--- config.mk ---
export PLATFORM = sky130hd
export DESIGN_NAME = timer_pair
export DESIGN_NICKNAME = d
export VERILOG_FILES = /design/src/timer_pair_pkg.sv /design/src/timer_pair.sv /design/src/timer_prescaler.sv
export VERILOG_INCLUDE_DIRS = /design/src
export SDC_FILE = /design/constraint.sdc
export NUM_CORES = 1
export LEC_CHECK = 0
export ABC_CLOCK_PERIOD_IN_PS = 8300
export BUFFER_PORTS_ARGS = -buffer_cell sky130_fd_sc_hd__clkbuf_2
export CAP_MARGIN = 40
export CORE_MARGIN = 4
export CORE_UTILIZATION = 30
export CTS_CLUSTER_SIZE = 10
export DETAILED_ROUTE_END_ITERATION = 10
export PLACE_DENSITY = 0.42
export SLEW_MARGIN = 0
export SYNTH_ARGS = -nofsm -noshare
export SYNTH_HDL_FRONTEND = slang
export SYNTH_SLANG_ARGS = --single-unit
--- constraint.sdc ---
create_clock -name clk_i -period 8.3 [get_ports clk_i]
set_input_delay 1.245 -clock clk_i [delete_from_list [all_inputs] [get_ports clk_i]]
set_output_delay 1.245 -clock clk_i [all_outputs]
set_load 0.005 [all_outputs]
--- src/timer_pair_cfg.svh ---
// Register offsets, field positions, reset values and tap counts
`ifndef TIMER_PAIR_CFG_SVH
`define TIMER_PAIR_CFG_SVH

`define TP_ADDR_W          4
`define TP_DATA_W          8

`define TP_OFF_RUN         4'h0
`define TP_OFF_MODE        4'h1
`define TP_OFF_LOWER_CMP   4'h2
`define TP_OFF_UPPER_CMP   4'h3
`define TP_OFF_FFCR        4'h4
`define TP_OFF_LOWER_CNT   4'h5
`define TP_OFF_UPPER_CNT   4'h6
`define TP_OFF_LOWER_BUF   4'h7

`define TP_RUN_LOWER_BIT   0
`define TP_RUN_UPPER_BIT   1
`define TP_RUN_DBUF_BIT    2

`define TP_MODE_LCLK_LSB   0
`define TP_MODE_UCLK_LSB   2
`define TP_MODE_PWM_LSB    4
`define TP_MODE_SEL_LSB    6

`define TP_FF_INV_SEL_BIT  0
`define TP_FF_INV_EN_BIT   1
`define TP_FF_CTL_LSB      2
`define TP_FF_STATE_BIT    4

`define TP_FF_CTL_INVERT   2'h0
`define TP_FF_CTL_SET      2'h1
`define TP_FF_CTL_CLEAR    2'h2
`define TP_FF_CTL_RESET    2'h3
`define TP_CMP_RESET       8'h00

`define TP_PWM_TOP_2P6     8'h3f
`define TP_PWM_TOP_2P7     8'h7f
`define TP_PWM_TOP_2P8     8'hff

`define TP_TAP_DIV4_MASK   8'h03
`define TP_TAP_DIV16_MASK  8'h0f
`define TP_TAP_DIV256_MASK 8'hff

`endif

--- src/timer_pair_pkg.sv ---
// Types shared by the timer pair
package timer_pair_pkg;

  typedef enum logic [1:0] {
    MODE_DUAL8 = 2'h0,
    MODE_CASC16 = 2'h1,
    MODE_PULSE = 2'h2,
    MODE_PWM = 2'h3
  } timer_mode_t;

  typedef enum logic [1:0] {
    PWM_PER_NONE = 2'h0,
    PWM_PER_2P6 = 2'h1,
    PWM_PER_2P7 = 2'h2,
    PWM_PER_2P8 = 2'h3
  } pwm_period_t;

endpackage : timer_pair_pkg

--- src/timer_pair.sv ---
// Cascadable pair of 8-bit timers with output flip-flop
//
// Behaviour
// - Lower timer clock: external pin edge, or div1, div4, div16 tap.
// - Upper timer clock: lower match, or div1, div16, div256 tap.
// - Square wave: flip-flop toggles on each match of selected timer.
// - Mode 01 cascades both timers into one 16-bit interval timer.
// - In 16-bit mode upper counts lower overflow, ignoring its select.
// - Lower compare write suspends 16-bit compare until upper written.
// - 16-bit mode lower match pulses only; no clear, no lower irq.
// - Both match: clear both, upper irq, toggle if enabled.
// - Pulse mode inverts output on match with either compare register.
// - Pulse mode buffer loads lower compare on upper compare match.
// - Either polarity; control 10 presets flip-flop clear.
// - PWM on lower timer drives output; upper stays free 8-bit timer.
// - PWM resolution up to 8 bits.
// - PWM inverts on lower compare and on 2^n overflow, n 6/7/8.
// - PWM clears lower counter on 2^n overflow.
// - PWM buffer loads lower compare on 2^n overflow.
// - Mode 00 dual, 01 16-bit, 10 pulse, 11 PWM.
// - PWM period field 01, 10, 11 give 2^6, 2^7, 2^8.
`timescale 1ns/100ps
`include "timer_pair_cfg.svh"

module timer_pair #(
  parameter int ADDR_W = `TP_ADDR_W,
  parameter int DATA_W = `TP_DATA_W
) (
  input  wire logic              clk_i,
  input  wire logic              rst_n_i,
  input  wire logic [ADDR_W-1:0] addr_i,
  input  wire logic [DATA_W-1:0] wr_data_i,
  input  wire logic              wr_en_i,
  input  wire logic              rd_en_i,
  output logic      [DATA_W-1:0] rd_data_o,
  input  wire logic              external_clock_pin_i,
  output logic                   timer_output_pin_o,
  output logic                   lower_timer_irq_o,
  output logic                   upper_timer_irq_o,
  output logic                   lower_match_o
);

  logic [7:0]  lower_up_counter_reg;
  logic [7:0]  upper_up_counter_reg;
  logic [7:0]  lower_compare_reg;
  logic [7:0]  upper_compare_reg;
  logic [7:0]  lower_buffer_reg;
  logic        lower_run_reg;
  logic        upper_run_bit_reg;
  logic        dbuf_en_reg;
  logic [1:0]  lower_clock_select_reg;
  logic [1:0]  upper_clock_select_field_reg;
  logic [1:0]  pwm_period_field_reg;
  logic [1:0]  mode_select_field_reg;
  logic        inv_sel_reg;
  logic        inv_en_reg;
  logic [1:0]  ff_ctl_reg;
  logic        output_flip_flop_reg;
  logic        cmp_en_reg;
  logic        ext_q_reg;
  logic        lower_irq_reg;
  logic        upper_irq_reg;
  logic        lower_match_reg;
  logic [DATA_W-1:0] rd_data_reg;

  logic tap1;
  logic tap4;
  logic tap16;
  logic tap256;
  logic ext_edge;
  logic lower_tick;
  logic upper_src;
  logic upper_tick;
  logic [7:0] lower_inc;
  logic [7:0] upper_inc;
  logic [7:0] upper_after;
  logic [7:0] pwm_top;
  logic lower_eq;
  logic upper_eq;
  logic lower_hit;
  logic m8_lower;
  logic m8_upper;
  logic m16_full;
  logic ppg_low;
  logic ppg_high;
  logic pwm_cmp;
  logic pwm_ovf;
  logic buf_load;
  logic ff_toggle;
  logic is_dual;
  logic is_casc;
  logic is_pulse;
  logic is_pwm;

  // Address decode shared by reads and writes
  function automatic logic sel_hit(input logic [ADDR_W-1:0] a,
                                   input logic [3:0]        off);
    sel_hit = (a == ADDR_W'(off));
  endfunction : sel_hit

  timer_prescaler #(
    .CNT_W (8)
  ) u_prescaler (
    .clk_i                 (clk_i),
    .rst_n_i               (rst_n_i),
    .prescale_tap_div1_o   (tap1),
    .prescale_tap_div4_o   (tap4),
    .prescale_tap_div16_o  (tap16),
    .prescale_tap_div256_o (tap256)
  );

  assign is_dual  = mode_select_field_reg ==
                    timer_pair_pkg::MODE_DUAL8;
  assign is_casc  = mode_select_field_reg ==
                    timer_pair_pkg::MODE_CASC16;
  assign is_pulse = mode_select_field_reg ==
                    timer_pair_pkg::MODE_PULSE;
  assign is_pwm   = mode_select_field_reg ==
                    timer_pair_pkg::MODE_PWM;

  assign ext_edge = external_clock_pin_i & ~ext_q_reg;

  // Lower clock source
  always_comb begin
    case (lower_clock_select_reg)
      2'h0:    lower_tick = ext_edge;
      2'h1:    lower_tick = tap1;
      2'h2:    lower_tick = tap4;
      2'h3:    lower_tick = tap16;
      default: lower_tick = 1'b0;
    endcase
    lower_tick = lower_tick & lower_run_reg;
  end

  assign lower_inc = lower_up_counter_reg + 8'h01;
  assign lower_eq  = lower_inc == lower_compare_reg;
  assign lower_hit = lower_tick & lower_eq;

  // Upper clock source
  always_comb begin
    case (upper_clock_select_field_reg)
      2'h0:    upper_src = lower_hit;
      2'h1:    upper_src = tap1;
      2'h2:    upper_src = tap16;
      2'h3:    upper_src = tap256;
      default: upper_src = 1'b0;
    endcase
    if (is_casc) begin
      upper_src = lower_tick &&
                  (lower_up_counter_reg == 8'hff);
    end
    upper_tick = upper_src & upper_run_bit_reg & ~is_pulse;
  end

  assign upper_inc   = upper_up_counter_reg + 8'h01;
  assign upper_eq    = upper_inc == upper_compare_reg;
  assign upper_after = upper_tick ? upper_inc : upper_up_counter_reg;

  // PWM period top
  always_comb begin
    case (pwm_period_field_reg)
      timer_pair_pkg::PWM_PER_2P6: pwm_top = `TP_PWM_TOP_2P6;
      timer_pair_pkg::PWM_PER_2P7: pwm_top = `TP_PWM_TOP_2P7;
      timer_pair_pkg::PWM_PER_2P8: pwm_top = `TP_PWM_TOP_2P8;
      default:                     pwm_top = `TP_PWM_TOP_2P8;
    endcase
  end

  assign m8_lower = is_dual & lower_hit;
  assign m8_upper = (is_dual | is_pwm) & upper_tick & upper_eq;
  assign m16_full = is_casc & cmp_en_reg & lower_hit &
                    (upper_after == upper_compare_reg);
  assign ppg_low  = is_pulse & lower_hit;
  assign ppg_high = is_pulse & lower_tick &
                    (lower_inc == upper_compare_reg);
  assign pwm_cmp  = is_pwm & lower_hit;
  assign pwm_ovf  = is_pwm & lower_tick &
                    (lower_up_counter_reg == pwm_top);
  assign buf_load = dbuf_en_reg &
                    (ppg_high | pwm_ovf);

  // Flip-flop inversion request by mode
  always_comb begin
    case (mode_select_field_reg)
      timer_pair_pkg::MODE_DUAL8:
        ff_toggle = inv_en_reg &
                    (inv_sel_reg ? m8_upper : m8_lower);
      timer_pair_pkg::MODE_CASC16:
        ff_toggle = inv_en_reg & m16_full;
      timer_pair_pkg::MODE_PULSE:
        ff_toggle = ppg_low ^ ppg_high;
      timer_pair_pkg::MODE_PWM:
        ff_toggle = pwm_cmp ^ pwm_ovf;
      default:
        ff_toggle = 1'b0;
    endcase
  end

  always_ff @(posedge clk_i) begin
    if (!rst_n_i) begin
      ext_q_reg <= 1'b0;
    end else begin
      ext_q_reg <= external_clock_pin_i;
    end
  end

  // Lower counter
  always_ff @(posedge clk_i) begin
    if (!rst_n_i) begin
      lower_up_counter_reg <= 8'h00;
    end else if (!lower_run_reg) begin
      lower_up_counter_reg <= 8'h00;
    end else if (lower_tick) begin
      if (m8_lower | m16_full | ppg_high | pwm_ovf) begin
        lower_up_counter_reg <= 8'h00;
      end else begin
        lower_up_counter_reg <= lower_inc;
      end
    end
  end

  // Upper counter
  always_ff @(posedge clk_i) begin
    if (!rst_n_i) begin
      upper_up_counter_reg <= 8'h00;
    end else if (!upper_run_bit_reg) begin
      upper_up_counter_reg <= 8'h00;
    end else if (m16_full) begin
      upper_up_counter_reg <= 8'h00;
    end else if (upper_tick) begin
      if (m8_upper) begin
        upper_up_counter_reg <= 8'h00;
      end else begin
        upper_up_counter_reg <= upper_inc;
      end
    end
  end

  // Control registers
  always_ff @(posedge clk_i) begin
    if (!rst_n_i) begin
      lower_run_reg                <= 1'b0;
      upper_run_bit_reg            <= 1'b0;
      dbuf_en_reg                  <= 1'b0;
      lower_clock_select_reg       <= 2'h0;
      upper_clock_select_field_reg <= 2'h0;
      pwm_period_field_reg         <= 2'h0;
      mode_select_field_reg        <= 2'h0;
      inv_sel_reg                  <= 1'b0;
      inv_en_reg                   <= 1'b0;
      ff_ctl_reg                   <= `TP_FF_CTL_RESET;
    end else if (wr_en_i) begin
      if (sel_hit(addr_i, `TP_OFF_RUN)) begin
        lower_run_reg     <= wr_data_i[`TP_RUN_LOWER_BIT];
        upper_run_bit_reg <= wr_data_i[`TP_RUN_UPPER_BIT];
        dbuf_en_reg       <= wr_data_i[`TP_RUN_DBUF_BIT];
      end
      if (sel_hit(addr_i, `TP_OFF_MODE)) begin
        lower_clock_select_reg <=
          wr_data_i[`TP_MODE_LCLK_LSB +: 2];
        upper_clock_select_field_reg <=
          wr_data_i[`TP_MODE_UCLK_LSB +: 2];
        pwm_period_field_reg  <= wr_data_i[`TP_MODE_PWM_LSB +: 2];
        mode_select_field_reg <= wr_data_i[`TP_MODE_SEL_LSB +: 2];
      end
      if (sel_hit(addr_i, `TP_OFF_FFCR)) begin
        inv_sel_reg <= wr_data_i[`TP_FF_INV_SEL_BIT];
        inv_en_reg  <= wr_data_i[`TP_FF_INV_EN_BIT];
        ff_ctl_reg  <= wr_data_i[`TP_FF_CTL_LSB +: 2];
      end
    end
  end

  // Compare registers, buffer and 16-bit compare enable
  always_ff @(posedge clk_i) begin
    if (!rst_n_i) begin
      lower_compare_reg <= `TP_CMP_RESET;
      upper_compare_reg <= `TP_CMP_RESET;
      lower_buffer_reg  <= `TP_CMP_RESET;
      cmp_en_reg        <= 1'b1;
    end else begin
      if (buf_load) begin
        lower_compare_reg <= lower_buffer_reg;
      end
      if (wr_en_i && sel_hit(addr_i, `TP_OFF_LOWER_CMP)) begin
        lower_buffer_reg <= wr_data_i;
        if (!dbuf_en_reg) begin
          lower_compare_reg <= wr_data_i;
        end
        cmp_en_reg <= 1'b0;
      end
      if (wr_en_i && sel_hit(addr_i, `TP_OFF_UPPER_CMP)) begin
        upper_compare_reg <= wr_data_i;
        cmp_en_reg        <= 1'b1;
      end
    end
  end

  // Output flip-flop; a software preset wins over a hardware toggle
  always_ff @(posedge clk_i) begin
    if (!rst_n_i) begin
      output_flip_flop_reg <= 1'b0;
    end else if (wr_en_i && sel_hit(addr_i, `TP_OFF_FFCR) &&
                 wr_data_i[`TP_FF_CTL_LSB +: 2] != `TP_FF_CTL_RESET) begin
      case (wr_data_i[`TP_FF_CTL_LSB +: 2])
        `TP_FF_CTL_INVERT: output_flip_flop_reg <= ~output_flip_flop_reg;
        `TP_FF_CTL_SET:    output_flip_flop_reg <= 1'b1;
        `TP_FF_CTL_CLEAR:  output_flip_flop_reg <= 1'b0;
        default:           output_flip_flop_reg <= output_flip_flop_reg;
      endcase
    end else if (ff_toggle) begin
      output_flip_flop_reg <= ~output_flip_flop_reg;
    end
  end

  // Event pulses
  always_ff @(posedge clk_i) begin
    if (!rst_n_i) begin
      lower_irq_reg   <= 1'b0;
      upper_irq_reg   <= 1'b0;
      lower_match_reg <= 1'b0;
    end else begin
      lower_irq_reg   <= m8_lower | ppg_high | pwm_ovf;
      upper_irq_reg   <= m8_upper | m16_full;
      lower_match_reg <= lower_hit;
    end
  end

  // Read port
  always_ff @(posedge clk_i) begin
    if (!rst_n_i) begin
      rd_data_reg <= '0;
    end else if (rd_en_i) begin
      rd_data_reg <= '0;
      if (sel_hit(addr_i, `TP_OFF_RUN)) begin
        rd_data_reg[`TP_RUN_LOWER_BIT] <= lower_run_reg;
        rd_data_reg[`TP_RUN_UPPER_BIT] <= upper_run_bit_reg;
        rd_data_reg[`TP_RUN_DBUF_BIT]  <= dbuf_en_reg;
      end
      if (sel_hit(addr_i, `TP_OFF_MODE)) begin
        rd_data_reg[7:0] <= {mode_select_field_reg,
                             pwm_period_field_reg,
                             upper_clock_select_field_reg,
                             lower_clock_select_reg};
      end
      if (sel_hit(addr_i, `TP_OFF_LOWER_CMP)) begin
        rd_data_reg[7:0] <= lower_compare_reg;
      end
      if (sel_hit(addr_i, `TP_OFF_UPPER_CMP)) begin
        rd_data_reg[7:0] <= upper_compare_reg;
      end
      if (sel_hit(addr_i, `TP_OFF_FFCR)) begin
        rd_data_reg[`TP_FF_INV_SEL_BIT]  <= inv_sel_reg;
        rd_data_reg[`TP_FF_INV_EN_BIT]   <= inv_en_reg;
        rd_data_reg[`TP_FF_CTL_LSB +: 2] <= ff_ctl_reg;
        rd_data_reg[`TP_FF_STATE_BIT]    <= output_flip_flop_reg;
      end
      if (sel_hit(addr_i, `TP_OFF_LOWER_CNT)) begin
        rd_data_reg[7:0] <= lower_up_counter_reg;
      end
      if (sel_hit(addr_i, `TP_OFF_UPPER_CNT)) begin
        rd_data_reg[7:0] <= upper_up_counter_reg;
      end
      if (sel_hit(addr_i, `TP_OFF_LOWER_BUF)) begin
        rd_data_reg[7:0] <= lower_buffer_reg;
      end
    end
  end

  assign rd_data_o          = rd_data_reg;
  assign timer_output_pin_o = output_flip_flop_reg;
  assign lower_timer_irq_o  = lower_irq_reg;
  assign upper_timer_irq_o  = upper_irq_reg;
  assign lower_match_o      = lower_match_reg;

endmodule : timer_pair

--- src/timer_prescaler.sv ---
// Free running prescaler giving one-cycle tap enables
`timescale 1ns/100ps
`include "timer_pair_cfg.svh"

module timer_prescaler #(
  parameter int CNT_W = 8
) (
  input  wire logic clk_i,
  input  wire logic rst_n_i,
  output logic      prescale_tap_div1_o,
  output logic      prescale_tap_div4_o,
  output logic      prescale_tap_div16_o,
  output logic      prescale_tap_div256_o
);

  logic [CNT_W-1:0] div_cnt_reg;

  always_ff @(posedge clk_i) begin
    if (!rst_n_i) begin
      div_cnt_reg <= '0;
    end else begin
      div_cnt_reg <= div_cnt_reg + 1'b1;
    end
  end

  assign prescale_tap_div1_o = 1'b1;
  assign prescale_tap_div4_o =
    (div_cnt_reg[7:0] & `TP_TAP_DIV4_MASK) == `TP_TAP_DIV4_MASK;
  assign prescale_tap_div16_o =
    (div_cnt_reg[7:0] & `TP_TAP_DIV16_MASK) == `TP_TAP_DIV16_MASK;
  assign prescale_tap_div256_o =
    (div_cnt_reg[7:0] & `TP_TAP_DIV256_MASK) == `TP_TAP_DIV256_MASK;

endmodule : timer_prescaler
==> Flow_metrics.wiki <==
{| class="wikitable"
! Metric !! Value
|-
| Cells taking the most area after synthesis || dfxtp_1 33%, mux2i_1 5.9%, xnor2_1 5.6%
|-
| Critical-path maximum fanout || 13
|-
| Post-detailed-placement cell area || 4960 µm²
|-
| Worst Setup End Kind || flip-flop
|-
| Finished Cell Area || about 5300 µm²
|-
| Dominant synthesized flop cell || dfxtp_1
|-
| CP Cell Sequence || clkbuf_2 -> nor2b_1 -> o31a_1 -> a31oi_1 -> o21bai_1 -> o41a_1 -> mux2i_4 -> xor2_2 -> a31oi_4 -> nand3_1 -> a31oi_1
|-
| Power per Cell Area || between 150 and 200 nW/µm²
|-
| Reg-to-reg critical path startpoint || lower_up_counter_reg[0]
|-
| TritonCTS clock tree || built
|-
| Mapped Area || about 4700 µm²
|-
| Overall routed net length || roughly 14 mm
|-
| Depth of the worst register-to-register path || 11
|-
| Async S/R FF share, synth || 0%
|-
| FILL cells || between 1,500 and 2,000
|-
| Maximum vdd drop || 0.0812 mV
|-
| Total Negative Setup Slacks || 0 ns
|-
| Io pins || 29
|-
| Placer congestion estimate || roughly 0.88
|-
| Per-cell routed wire length || between 15 and 20 µm
|-
| Crit path largest cell delay || 0.56 ns
|-
| Footprint of the flip-flops and latches || 1540 µm²
|-
| Final Slew Violations || 0
|-
| Fin nets || around 570
|-
| Vias in the first global route || 3,700
|-
| Row Count || 45
|-
| Arrival time at the worst endpoint || between 4 and 5 ns
|-
| Count of clock tree sinks || 77
|-
| Final clock skew || 0.00669 ns
|-
| Static Leakage || 2.13 nW
|-
| Chip Width || between 100 and 150 µm
|-
| Initial antenna violation count || 0
|-
| Slew at the pin with the worst max-slew slack || a little under 0.9 ns
|-
| Count of distinct cell types in the synthesized netlist || between 60 and 70
|-
| Reg clk slew, reported paths || around 0.06 ns
|-
| Vias after detailed routing || 3,879
|-
| Time the final worst path needs with I/O delays and setup || between 3 and 4 ns
|-
| Antenna viol nets, final || 0
|-
| Pin count of the biggest net entering global routing || between 60 and 70
|-
| Critical-path cell with the highest stage delay || o41a_1
|-
| Mapped Cells || 536
|-
| Area of the core || 15,300 µm²
|-
| Endpoint with the worst hold slack || u_prescaler.div_cnt_reg[0]
|-
| Average size of a mapped cell || 8.81 µm²
|-
| Net count after synthesis || 564
|-
| Worst slew margin relative to its limit || about two fifths
|-
| Cell class contributing the biggest share of worst-path delay || compound AO/OA/AOI/OAI gates
|-
| Fraction of the yosys area taken by sequential cells || between 30% and 40%
|-
| Final Util || about a third
|-
| Starting Density || 30.8%
|-
| Final setup violation count || 0
|-
| Number of H-tree levels || 3
|-
| Most used cell along the critical path || a31oi_1
|-
| Tot Pwr || just over 800 µW
|-
| Number of detailed-routing iterations run before antenna repair || 5
|-
| Post-route fraction of the period consumed by the critical path || a little under half
|-
| Count of state elements after synthesis || 77
|-
| Worst-Skew Late Latency || 0.35 ns
|-
| Commonest non-fill, non-tap cells in the layout || 77 x dfxtp_1, 62 x nand2_1, 31 x nand3_1
|-
| Number of maximum-capacitance constraint violations || 0
|-
| Syn-to-layout area delta || 11.2%
|-
| Max frequency || 0.258 GHz
|-
| Worst setup path class || in -> reg
|-
| Number of input and output port buffers inserted || 28
|-
| Global-route wire length before repair || approximately 22 mm
|-
| Iter 0 DRT Violations || 236
|-
| Required time of the critical path || 8.57 ns
|-
| Final number of hold-violating endpoints || 0
|-
| Post-CTS repair timing setup buffer count || 0
|-
| Hold bufs inserted after CTS || 0
|-
| Hold-critical path depth || 1
|-
| Outcome || completed
|-
| Most common cell after layout, fill and taps aside || dfxtp_1
|-
| Slack of the worst reg-to-reg path || roughly 4.6 ns
|-
| Total track usage || around 16%
|-
| Kind of launch point of the worst setup path || input port
|-
| # DRC || 0
|-
| Number of flops mapped to enable cells by yosys || 0
|-
| Count of buffering cells on the critical path with inverters included || 1
|-
| Worst hold slack || about 0.47 ns
|-
| Reg-to-Reg End || lower_up_counter_reg[6]
|-
| Share of final-layout standard cells stronger than drive strength 1 || 13.4%
|-
| DIE HEIGHT || between 100 and 150 µm
|-
| Area of combinational cells with multiple inputs || about 3000 µm²
|-
| Clk buf depth || 2
|-
| Remaining global-route overflow || 0
|-
| Antenna cell count || 0
|-
| PostCTS Resize Cnt || 0
|-
| Synth Warn # || 0
|-
| Class of the tightest hold or removal check || reg -> reg
|-
| Per-cell via count in the routed design || slightly above 5
|-
| Buffer cell driving the clock tree root || clkbuf_16
|-
| HPWL reported at the end of detailed placement || around 11 mm
|-
| RSZ-0062 raised after global routing || false
|-
| Number of buffers inserted during clock tree synthesis || 9
|-
| Worst Min Path Start || u_prescaler.div_cnt_reg[0]
|-
| Yosys top cell by area || dfxtp_1
|-
| Area share of the largest cell type after synthesis || between 30 and 40%
|-
| Die area || approximately 18,000 µm²
|}
## final cells by class
cell class                 count  area share [%]
sequential                    77            29.3
multi-input combinational    411            56.4
clock inverter                 6            1.24
clock buffer                   9            4.29
inverter                      13           0.929
timing repair buffer          29            2.81
tap                          211            5.03
## cell families after synthesis
family,Yosys count,synth area share [%]
AND/OR/NAND/NOR,206,22.2
AO/OA/AOI/OAI,101,16.8
flip-flops,77,32.6
XOR/XNOR,51,10.8
buffers and inverters,48,4.69
multiplexers,42,9.98
adder cells (fa/ha/maj),11,2.91
## power breakdown
part	total (mW)	internal, mW	switching (mW)
registers	0.383	0.376	0.00702
clock network	0.395	0.231	0.163
logic	0.0542	0.0216	0.0326
## how the worst max path moves through the flow
stage,startpoint,cells past startpoint,endpoint,slack (ns)
floorplan,external_clock_pin_i,11,lower_up_counter_reg[7],4.80
global route,external_clock_pin_i,11,lower_up_counter_reg[5],4.22
CTS,external_clock_pin_i,11,lower_up_counter_reg[6],4.47
global placement,external_clock_pin_i,11,lower_up_counter_reg[4],4.19
finish,external_clock_pin_i,11,lower_up_counter_reg[6],4.42
detailed placement,external_clock_pin_i,11,lower_up_counter_reg[6],4.10
## stage by stage
stage          cells  setup slack, ns
3_5_place_dp     741             4.10
3_3_place_gp     741             4.19
4_1_cts          756             4.47
5_1_grt          756             4.22
2_1_floorplan    536             4.80
6_report         756             4.42
## per-layer routing
metal	share of wire, %	wire [µm]	track usage (%)	vias to the layer above
li1	-	-	-	1909
met1	50	7080	22.6	1894
met2	45	6420	25.1	61
met3	3.0	419	3.21	15
met4	1.4	197	4.91	0
met5	0	0	0	-
## synth_stat cells, drive strengths merged, types with 15 or more instances
library cell and instances:
dfxtp 77, nand2 63, nand3 33, nor2 31, nor2b 30, xnor2 30, mux2i 29, clkbuf 22
xor2 17, a21boi 15
## worst reg2reg max path: cells and delay by family, from the launching register on
kind / cells / cell delay (ns)
AND/OR/NAND/NOR: 4 / 1.09
flip-flops: 1 / 0.53
multiplexers: 1 / 0.21
XOR/XNOR: 1 / 0.14
AO/OA/AOI/OAI: 4 / 1.26
adder cells (fa/ha/maj): 1 / 0.34
No activity file was read; power rests on OpenSTA's default activity.
